File: config.mk
export PLATFORM = sky130hd
export DESIGN_NAME = asc_top
export DESIGN_NICKNAME = d
export VERILOG_FILES = /design/src/logic/asc_pkg.sv /design/src/logic/asc_clk_div.sv /design/src/logic/asc_result_fmt.sv /design/src/logic/asc_top.sv
export VERILOG_INCLUDE_DIRS = /design/src /design/src/logic
export SDC_FILE = /design/constraint.sdc
export NUM_CORES = 1
export LEC_CHECK = 0
export BUFFER_PORTS_ARGS = -buffer_cell sky130_fd_sc_hd__buf_2
export CORE_UTILIZATION = 51
export DETAILED_ROUTE_END_ITERATION = 12
export GPL_ROUTABILITY_DRIVEN = 0
export PLACE_DENSITY = 0.8
export SLEW_MARGIN = 20
export SYNTH_ARGS = -nofsm -noshare
export SYNTH_HDL_FRONTEND = slang
export SYNTH_SLANG_ARGS = --single-unit
File: constraint.sdc
create_clock -name core_clk -period 5.6 [get_ports core_clk]
set_clock_uncertainty 0.2 [all_clocks]
set_input_delay 0.84 -clock core_clk [delete_from_list [all_inputs] [get_ports core_clk]]
set_output_delay 0.84 -clock core_clk [all_outputs]
set_load 0.05 [all_outputs]
File: src/logic/asc_params.svh
// Register offsets, field positions, reset values and timing counts of the converter control
`ifndef ASC_PARAMS_SVH
`define ASC_PARAMS_SVH

// ==========================================
// Register byte offsets on the APB
`define ASC_OFF_CTRL 12'h000
`define ASC_OFF_SRC_CLK 12'h004
`define ASC_OFF_REF 12'h008
`define ASC_OFF_RES_LO 12'h00c
`define ASC_OFF_RES_HI 12'h010
`define ASC_OFF_IRQ 12'h014

// ==========================================
// Control register fields
`define ASC_CTRL_START 7
`define ASC_CTRL_BUSY 6
`define ASC_CTRL_EN 5
`define ASC_CTRL_JUSTIFY 4
`define ASC_CTRL_CHAN_LSB 0
// Source and clock register fields
`define ASC_SRC_LSB 4
`define ASC_DIV_LSB 0
// Reference register field
`define ASC_REF_LSB 2
// Interrupt register fields
`define ASC_IRQ_FLAG 0
`define ASC_IRQ_EN 1

// ==========================================
// Reset values
`define ASC_RST_BYTE 8'h00
`define ASC_RST_RESULT 12'h000

// ==========================================
// Conversion length in converter clock periods
`define ASC_SAMPLE_PERIODS 4'h4
`define ASC_CONVERT_PERIODS 4'hc
// Number of external analog input connect lines; channel code 8 selects none
`define ASC_NUM_INPUTS 10

`endif

File: src/logic/asc_pkg.sv
// Types of the converter control block
package asc_pkg;

    // ==========================================
    // Conversion sequence states
    typedef enum logic [2:0] {
        CONV_IDLE,
        CONV_SAMPLE,
        CONV_CONVERT,
        CONV_STORE,
        CONV_FINISH
    } asc_conv_e;

    // Signal routed to the converter input
    typedef enum logic [3:0] {
        SRC_EXTERNAL,
        SRC_SUPPLY,
        SRC_SUPPLY_HALF,
        SRC_SUPPLY_QUARTER,
        SRC_AMP_REF,
        SRC_AMP_REF_HALF,
        SRC_AMP_REF_QUARTER,
        SRC_CHARGE_AMP,
        SRC_GROUND
    } asc_src_e;

    // Reference voltage choice
    typedef enum logic [1:0] {
        REF_SUPPLY,
        REF_PIN,
        REF_INTERNAL
    } asc_ref_e;

    // ==========================================
    // APB request and answer
    typedef struct packed {
        logic psel;
        logic penable;
        logic pwrite;
        logic [11:0] paddr;
        logic [31:0] pwdata;
    } asc_apb_req_s;

    typedef struct packed {
        logic pready;
        logic [31:0] prdata;
        logic pslverr;
    } asc_apb_rsp_s;

    // Controls driven to the analog core and pins
    typedef struct packed {
        logic power_en;
        logic sample;
        logic convert;
        logic conv_tick;
        asc_src_e src;
        logic ext_connect;
        logic [9:0] channel_connect;
        asc_ref_e ref_sel;
        logic ref_pin_connect;
        logic [9:0] digital_off;
        logic [9:0] pullhigh_off;
    } asc_analog_s;

    // Divider state
    typedef struct packed {
        logic [6:0] cnt;
        logic tick;
    } asc_div_s;

    // Whole state of the top module
    typedef struct packed {
        asc_conv_e conv;
        logic [3:0] periods;
        logic start;
        logic busy;
        logic en;
        logic justify;
        logic [3:0] chan;
        logic [3:0] src_code;
        logic [2:0] div;
        logic [1:0] ref_code;
        logic [11:0] result;
        logic irq_flag;
        logic irq_en;
        logic irq;
        asc_apb_rsp_s rsp;
        asc_analog_s ana;
    } asc_state_s;

endpackage : asc_pkg

File: src/logic/asc_clk_div.sv
// Converter clock divider: one tick per converter clock period
`timescale 1ns/1ns
`default_nettype none

module asc_clk_div (
    input wire logic core_clk,
    input wire logic rst_n,
    input wire logic run,
    input wire logic [2:0] div,
    output logic tick
);
    import asc_pkg::*;

    asc_div_s cur;
    asc_div_s next_cur;
    logic [6:0] limit;

    // ==========================================
    // Divide by 1, 2, 4 ... 128 from the code
    // Tick decoded from the count so a period starts with the first busy cycle
    always_comb begin
        limit = 7'((8'h01 << div) - 8'h01);
        next_cur = cur;
        if (!run) begin
            next_cur.cnt = 7'h00;
            next_cur.tick = 1'b0;
        end else if (cur.cnt >= limit) begin
            next_cur.cnt = 7'h00;
            next_cur.tick = 1'b1;
        end else begin
            next_cur.cnt = cur.cnt + 7'h01;
            next_cur.tick = 1'b0;
        end
    end

    // Last period end of the divider, one tick per period
    always_comb begin
        tick = run && (cur.cnt >= limit);
    end

    // State register
    always_ff @(posedge core_clk or negedge rst_n) begin
        if (!rst_n) begin
            cur <= '0;
        end else begin
            cur <= next_cur;
        end
    end

endmodule : asc_clk_div

`default_nettype wire

File: src/logic/asc_result_fmt.sv
// Places the 12-bit result into the high and low result bytes
`timescale 1ns/1ns
`default_nettype none

module asc_result_fmt (
    input wire logic [11:0] result,
    input wire logic justify,
    output logic [7:0] low_byte,
    output logic [7:0] high_byte
);

    // ==========================================
    // Left or right aligned layout, unused bits zero
    always_comb begin
        if (justify) begin
            high_byte = {4'h0, result[11:8]};
            low_byte = result[7:0];
        end else begin
            high_byte = result[11:4];
            low_byte = {result[3:0], 4'h0};
        end
    end

endmodule : asc_result_fmt

`default_nettype wire

File: src/logic/asc_top.sv
// Converter control: APB registers, start and busy sequencing, input and reference routing
//
// Chosen here: the register addresses and the APB slave port.
`timescale 1ns/1ns
`default_nettype none

`include "asc_params.svh"

module asc_top (
    input wire logic core_clk,
    input wire logic rst_n,
    input wire asc_pkg::asc_apb_req_s apb_req,
    output asc_pkg::asc_apb_rsp_s apb_rsp,
    input wire logic [11:0] core_result,
    input wire logic [9:0] pin_analog_assign,
    output asc_pkg::asc_analog_s analog,
    output logic converter_irq
);
    import asc_pkg::*;

    asc_state_s cur;
    asc_state_s next_cur;
    logic tick;
    logic [7:0] res_lo;
    logic [7:0] res_hi;
    logic access;
    logic wr_done;
    logic rd_done;
    logic mapped;
    logic start_fall;
    logic [7:0] rd_byte;

    // ==========================================
    // Converter clock divider, runs only during a conversion
    asc_clk_div u_div (
        .core_clk(core_clk),
        .rst_n(rst_n),
        .run(cur.busy),
        .div(cur.div),
        .tick(tick)
    );

    // Result byte layout for reads
    asc_result_fmt u_fmt (
        .result(cur.result),
        .justify(cur.justify),
        .low_byte(res_lo),
        .high_byte(res_hi)
    );

    // ==========================================
    // Next state of the whole block
    always_comb begin
        next_cur = cur;

        // APB access phase: one wait cycle, completes when pready is set
        access = apb_req.psel && apb_req.penable;
        wr_done = access && cur.rsp.pready && apb_req.pwrite;
        rd_done = access && cur.rsp.pready && !apb_req.pwrite;
        mapped = (apb_req.paddr == `ASC_OFF_CTRL) || (apb_req.paddr == `ASC_OFF_SRC_CLK)
            || (apb_req.paddr == `ASC_OFF_REF) || (apb_req.paddr == `ASC_OFF_RES_LO)
            || (apb_req.paddr == `ASC_OFF_RES_HI) || (apb_req.paddr == `ASC_OFF_IRQ);
        start_fall = 1'b0;

        // ==========================================
        // Read data mux
        // zero unused bits
        unique case (apb_req.paddr)
            `ASC_OFF_CTRL: begin
                rd_byte = {cur.start, cur.busy, cur.en, cur.justify, cur.chan};
            end
            `ASC_OFF_SRC_CLK: begin
                rd_byte = {cur.src_code, 1'b0, cur.div};
            end
            `ASC_OFF_REF: begin
                rd_byte = {4'h0, cur.ref_code, 2'b00};
            end
            `ASC_OFF_RES_LO: begin
                rd_byte = res_lo;
            end
            `ASC_OFF_RES_HI: begin
                rd_byte = res_hi;
            end
            `ASC_OFF_IRQ: begin
                rd_byte = {6'h00, cur.irq_en, cur.irq_flag};
            end
            default: begin
                rd_byte = 8'h00;
            end
        endcase

        // Answer: pready one cycle after the access phase starts
        next_cur.rsp.pready = access && !cur.rsp.pready;
        next_cur.rsp.pslverr = access && !cur.rsp.pready && !mapped;
        if (access && !cur.rsp.pready && !apb_req.pwrite) begin
            next_cur.rsp.prdata = {24'h000000, rd_byte};
        end else if (rd_done) begin
            next_cur.rsp.prdata = 32'h00000000;
        end

        // ==========================================
        // Register writes
        if (wr_done) begin
            unique case (apb_req.paddr)
                `ASC_OFF_CTRL: begin
                    start_fall = cur.start && !apb_req.pwdata[`ASC_CTRL_START];
                    next_cur.start = apb_req.pwdata[`ASC_CTRL_START];
                    next_cur.en = apb_req.pwdata[`ASC_CTRL_EN];
                    next_cur.justify = apb_req.pwdata[`ASC_CTRL_JUSTIFY];
                    next_cur.chan = apb_req.pwdata[`ASC_CTRL_CHAN_LSB +: 4];
                end
                `ASC_OFF_SRC_CLK: begin
                    next_cur.src_code = apb_req.pwdata[`ASC_SRC_LSB +: 4];
                    next_cur.div = apb_req.pwdata[`ASC_DIV_LSB +: 3];
                end
                `ASC_OFF_REF: begin
                    next_cur.ref_code = apb_req.pwdata[`ASC_REF_LSB +: 2];
                end
                `ASC_OFF_IRQ: begin
                    next_cur.irq_en = apb_req.pwdata[`ASC_IRQ_EN];
                    // Write one clears the request
                    if (apb_req.pwdata[`ASC_IRQ_FLAG]) begin
                        next_cur.irq_flag = 1'b0;
                    end
                end
                default: begin
                    next_cur.irq_en = cur.irq_en;
                end
            endcase
        end

        // ==========================================
        // Conversion sequence
        unique case (cur.conv)
            CONV_IDLE: begin
                if (start_fall && cur.en) begin
                    next_cur.conv = CONV_SAMPLE;
                    next_cur.busy = 1'b1;
                    next_cur.periods = 4'h0;
                end
            end
            CONV_SAMPLE: begin
                if (tick) begin
                    if (cur.periods == `ASC_SAMPLE_PERIODS - 4'h1) begin
                        next_cur.conv = CONV_CONVERT;
                        next_cur.periods = 4'h0;
                    end else begin
                        next_cur.periods = cur.periods + 4'h1;
                    end
                end
            end
            CONV_CONVERT: begin
                if (tick) begin
                    if (cur.periods == `ASC_CONVERT_PERIODS - 4'h1) begin
                        next_cur.conv = CONV_STORE;
                        next_cur.periods = 4'h0;
                    end else begin
                        next_cur.periods = cur.periods + 4'h1;
                    end
                end
            end
            CONV_STORE: begin
                next_cur.result = core_result;
                next_cur.conv = CONV_FINISH;
            end
            CONV_FINISH: begin
                next_cur.busy = 1'b0;
                next_cur.irq_flag = 1'b1;
                next_cur.conv = CONV_IDLE;
            end
            default: begin
                next_cur.conv = CONV_IDLE;
            end
        endcase

        if (!cur.en && cur.conv != CONV_IDLE) begin
            next_cur.conv = CONV_IDLE;
            next_cur.busy = 1'b0;
            next_cur.periods = 4'h0;
            next_cur.result = cur.result;
        end

        next_cur.irq = next_cur.irq_flag && next_cur.irq_en;

        // ==========================================
        // Analog core controls
        // power follows enable
        next_cur.ana.power_en = next_cur.en;
        next_cur.ana.sample = next_cur.conv == CONV_SAMPLE;
        next_cur.ana.convert = next_cur.conv == CONV_CONVERT;
        next_cur.ana.conv_tick = tick;

        unique case (next_cur.src_code)
            4'h1: next_cur.ana.src = SRC_SUPPLY;
            4'h2: next_cur.ana.src = SRC_SUPPLY_HALF;
            4'h3: next_cur.ana.src = SRC_SUPPLY_QUARTER;
            4'h5: next_cur.ana.src = SRC_AMP_REF;
            4'h6: next_cur.ana.src = SRC_AMP_REF_HALF;
            4'h7: next_cur.ana.src = SRC_AMP_REF_QUARTER;
            4'h8: next_cur.ana.src = SRC_CHARGE_AMP;
            4'h9, 4'ha, 4'hb: next_cur.ana.src = SRC_GROUND;
            default: next_cur.ana.src = SRC_EXTERNAL;
        endcase

        next_cur.ana.ext_connect = next_cur.ana.src == SRC_EXTERNAL;

        // channel decode, reserved and floating codes connect none
        for (int i = 0; i < `ASC_NUM_INPUTS; i++) begin
            next_cur.ana.channel_connect[i] = next_cur.ana.ext_connect
                && (next_cur.chan == 4'(i + 1)) && (i != 7);
        end

        unique case (next_cur.ref_code)
            2'b00: next_cur.ana.ref_sel = REF_SUPPLY;
            2'b01: next_cur.ana.ref_sel = REF_PIN;
            default: next_cur.ana.ref_sel = REF_INTERNAL;
        endcase
        next_cur.ana.ref_pin_connect = next_cur.ana.ref_sel == REF_PIN;

        // analog pins drop digital function and pull-high
        next_cur.ana.digital_off = pin_analog_assign;
        next_cur.ana.pullhigh_off = pin_analog_assign;
    end

    // ==========================================
    // State register, everything zero at reset
    always_ff @(posedge core_clk or negedge rst_n) begin
        if (!rst_n) begin
            cur <= '0;
        end else begin
            cur <= next_cur;
        end
    end

    // Outputs straight from the state register
    assign apb_rsp = cur.rsp;
    assign analog = cur.ana;
    assign converter_irq = cur.irq;

endmodule : asc_top

`default_nettype wire
==> impl_metrics.ini <==
[worst_hold_path]
min_from = apb_rsp[6]
whs_path_depth = 2
whs_endpoint = apb_rsp[6]
hold_class = reg2reg

[sta]
setup_viol = 0
rsz0062_at_grt = false
min_period_over_period_pct = 65.4
tns_ns = 0
tightest_slew_ns = 0.707
hold_violations = 0
fin_crit_ns = 3.66
hold_ws_ns = 0.284
slew_headroom_pct = 51.7
fmax_mhz = 273
slew_viol_final = 0

[yosys]
async_flop_share_pct = 100
synth_area_mm2 = 0.00465
synth_top_area_share_pct = 45.7
ys_dominant_reg_cell = dfrtp_1
ys_types = 55
syn_avg_cell_area_um2 = 10.2
netlist_top_cells_area = dfrtp_1 46%, buf_4 13%, mux2_2 6.5%
yosys.area.top_type = dfrtp_1
synthCells = 456
yosysSeqAreaShare_pct = 45.7
synth-edff-count = 0
synth_warnings = 0
synth_seq_cells = 85

[pwr]
ir_drop_uv = 148
p_switching_mw = 0.479
power.leakage_nw = 2.44
clkPwrFrac_pct = 27.7
powerDensity_mw_per_mm2 = 289
power_mw = 1.42
combPwrFrac_pct = 21.3
p_sw_share_pct = 33.7
internal-power_mw = 0.944
pwr-share-seq_pct = 51.0

[setup_path]
rr_startpoint = cur[93]
cpMaxStageDelayCell = o31ai_1
worst_setup_path_end_kind = flop
path_max_fanout = 8
worstPathArrival_ns = 3.76
startpoint_type = flop
path_common_cell = ha_1
slowest_delay_ns = 0.51
crit_chain = or3_1 > ha_1 > nor3_1 > a21o_1 > a21oi_1 > ha_1 > a211oi_1 > nor2_1 > a211oi_2 > a2111oi_0 > o31ai_1 > mux2_2
reg2reg_depth = 12
rrSetupSlack_ns = 1.94
critical_path_class = reg2reg
r2r-end = cur[108]
crit_required_ns = 5.70

[clock_network]
insertion_delay_ns = 0.36
clk_pin_slew_ns = 0.09
clockRootBuffer = clkbuf_8
cts_resized = 0
cts.path.max_buffers = 2
cts_max_level = 3
post_cts.repair.setup_buffers = 0
holdBufCountCts = 0
cts_tree = built
cts_sinks = 85
cts_made_buffers = 9

[status]
status = complete, no violations

[die]
io_pins = 148
core_area_mm2 = 0.00876
fp.dieW_um = 97.5
start_util_pct = 53.1
num_rows = 34
die_h_um = 97.5
dieArea_mm2 = 0.00951

[global_routing]
grtUsageTotal_pct = 19.7
grt_max_degree = 86
grt_pass1_wl_um = 15000
antenna_found_initial = 0
grt_overflow = 0
grt_pass1_vias = 3173

[route]
dr.first_iter.drc_count = 140
vias = 3360
wire_per_inst_um = 14.6
wl_um = 8970
vias_per_cell = 5.47
drc = 0
antenna_left = 0
drtPass1Iterations = 6

[finish]
num-nets-final = 582
area_growth_pct = 6.03
postLayoutCoreUtil_pct = 56.3
drive_gt1_share_pct = 30.2
fillers = 778
antennaDiodeCount = 0

[place]
dpl.hpwl_um = 6680
io_buffers = 98

[flow_run]
maxCapViolations = 0
area by class of cell:
class | instances | area [um2] | area share [%]
clock buffer | 10 | 128 | 2.59
clock inverter | 6 | 46.3 | 0.939
inverter | 13 | 48.8 | 0.990
multi-input combinational | 293 | 1940 | 39.4
sequential | 85 | 2130 | 43.1
tap | 108 | 135 | 2.74
timing repair buffer | 99 | 504 | 10.2
cell usage in the layout, fill, tap and decap left out, drive strengths merged, types with 3 or more instances in the layout:
cell type and count:
a211oi 3, a21oi 9, a221oi 4, a22oi 4
a31oi 8, and2 4, and3 3, buf 99
clkbuf 10, conb 25, dfrtp 85, ha 10
inv 15, mux2 29, mux2i 9, nand2 34
nand2b 4, nand3 9, nand3b 3, nand4 3
nor2 36, nor2b 8, nor3 22, nor3b 5
nor4 3, o21ai 17, o22ai 4, o2bb2ai 6
or3 3, xnor2 4, xor2 5
kinds of logic (layout without fill, tap and decap cells):
logic type | after synthesis | in the layout | synth area share, %
and+or+nand+nor | 140 | 140 | 15.3
buffers and inverters | 102 | 128 | 14.6
DFF | 85 | 85 | 45.7
AOI/OAI and AO/OA | 71 | 71 | 10.8
muxes | 38 | 38 | 9.12
adders and majority gates | 10 | 10 | 2.69
xor gates and xnor gates | 9 | 9 | 1.69
other | 1 | 25 | 0.0806
cell usage after synthesis, drive strengths merged, types with 2 or more instances:
master,n
and2,4
and3,3
a211oi,3
inv,13
a221oi,4
clkbuf,8
a31oi,8
nand3b,3
dfrtp,85
o22ai,4
a21bo,2
nor2b,8
nor2,36
and3b,2
o21ai,17
o31ai,2
buf,81
a2111oi,2
xor2,5
or3,3
o2bb2ai,6
nand2b,4
a22oi,4
nor4,3
mux2i,9
mux2,29
nor3b,5
nand4,3
nand2,34
ha,10
xnor2,4
nand3,9
a21oi,9
nor3,22
power groups by stage:
stage	clock network [mW]	logic (mW)	registers, mW
5_1_grt	0.431	0.336	0.734
2_1_floorplan	0	0.259	0.722
3_5_place_dp	0	0.302	0.739
6_report	0.394	0.303	0.726
4_1_cts	0.404	0.306	0.727
3_3_place_gp	0	0.292	0.733
worst max-delay path by stage:
stage / endpoint / slack [ns] / startpoint
4_1_cts: cur[108] / 1.92 / cur[93]
2_1_floorplan: cur[108] / 2.34 / cur[93]
6_report: cur[108] / 1.94 / cur[93]
3_5_place_dp: cur[108] / 1.96 / cur[93]
5_1_grt: cur[108] / 1.59 / cur[94]
3_3_place_gp: cur[108] / 2.15 / cur[94]
worst max-delay path: cells and delay by family (launching register included):
family	cells	cell delay [ns]
mux	1	0.26
compound gates	6	1.41
fa+ha+maj	2	0.58
simple gates	3	0.67
flops	1	0.48
metrics by stage:
step	cell area (um2)	setup WS (ns)	std cells
floorplan	4740	2.34	480
CTS	4930	1.92	614
finish	4930	1.94	614
global placement	4750	2.15	598
global route	4930	1.59	614
detailed placement	4750	1.96	598
routing by layer:
metal / routed length [um] / up-vias / part of all wire (%) / GRT usage [%]
met5: 0 / - / 0 / 0
met4: 240 / 0 / 2.7 / 9.84
met3: 558 / 23 / 6.2 / 3.24
met2: 4310 / 146 / 48 / 31.7
met1: 3860 / 1606 / 43 / 25.7
li1: - / 1585 / - / -
sequential cells by signal (all words and copies together) (netlist names):
| name | count |
|---|---|
| u_div.cur | 7 |
| cur | 37 |
| analog | 30 |
| apb_rsp | 10 |
| converter_irq | 1 |
Note: power is estimated with default switching activity, not from simulation.
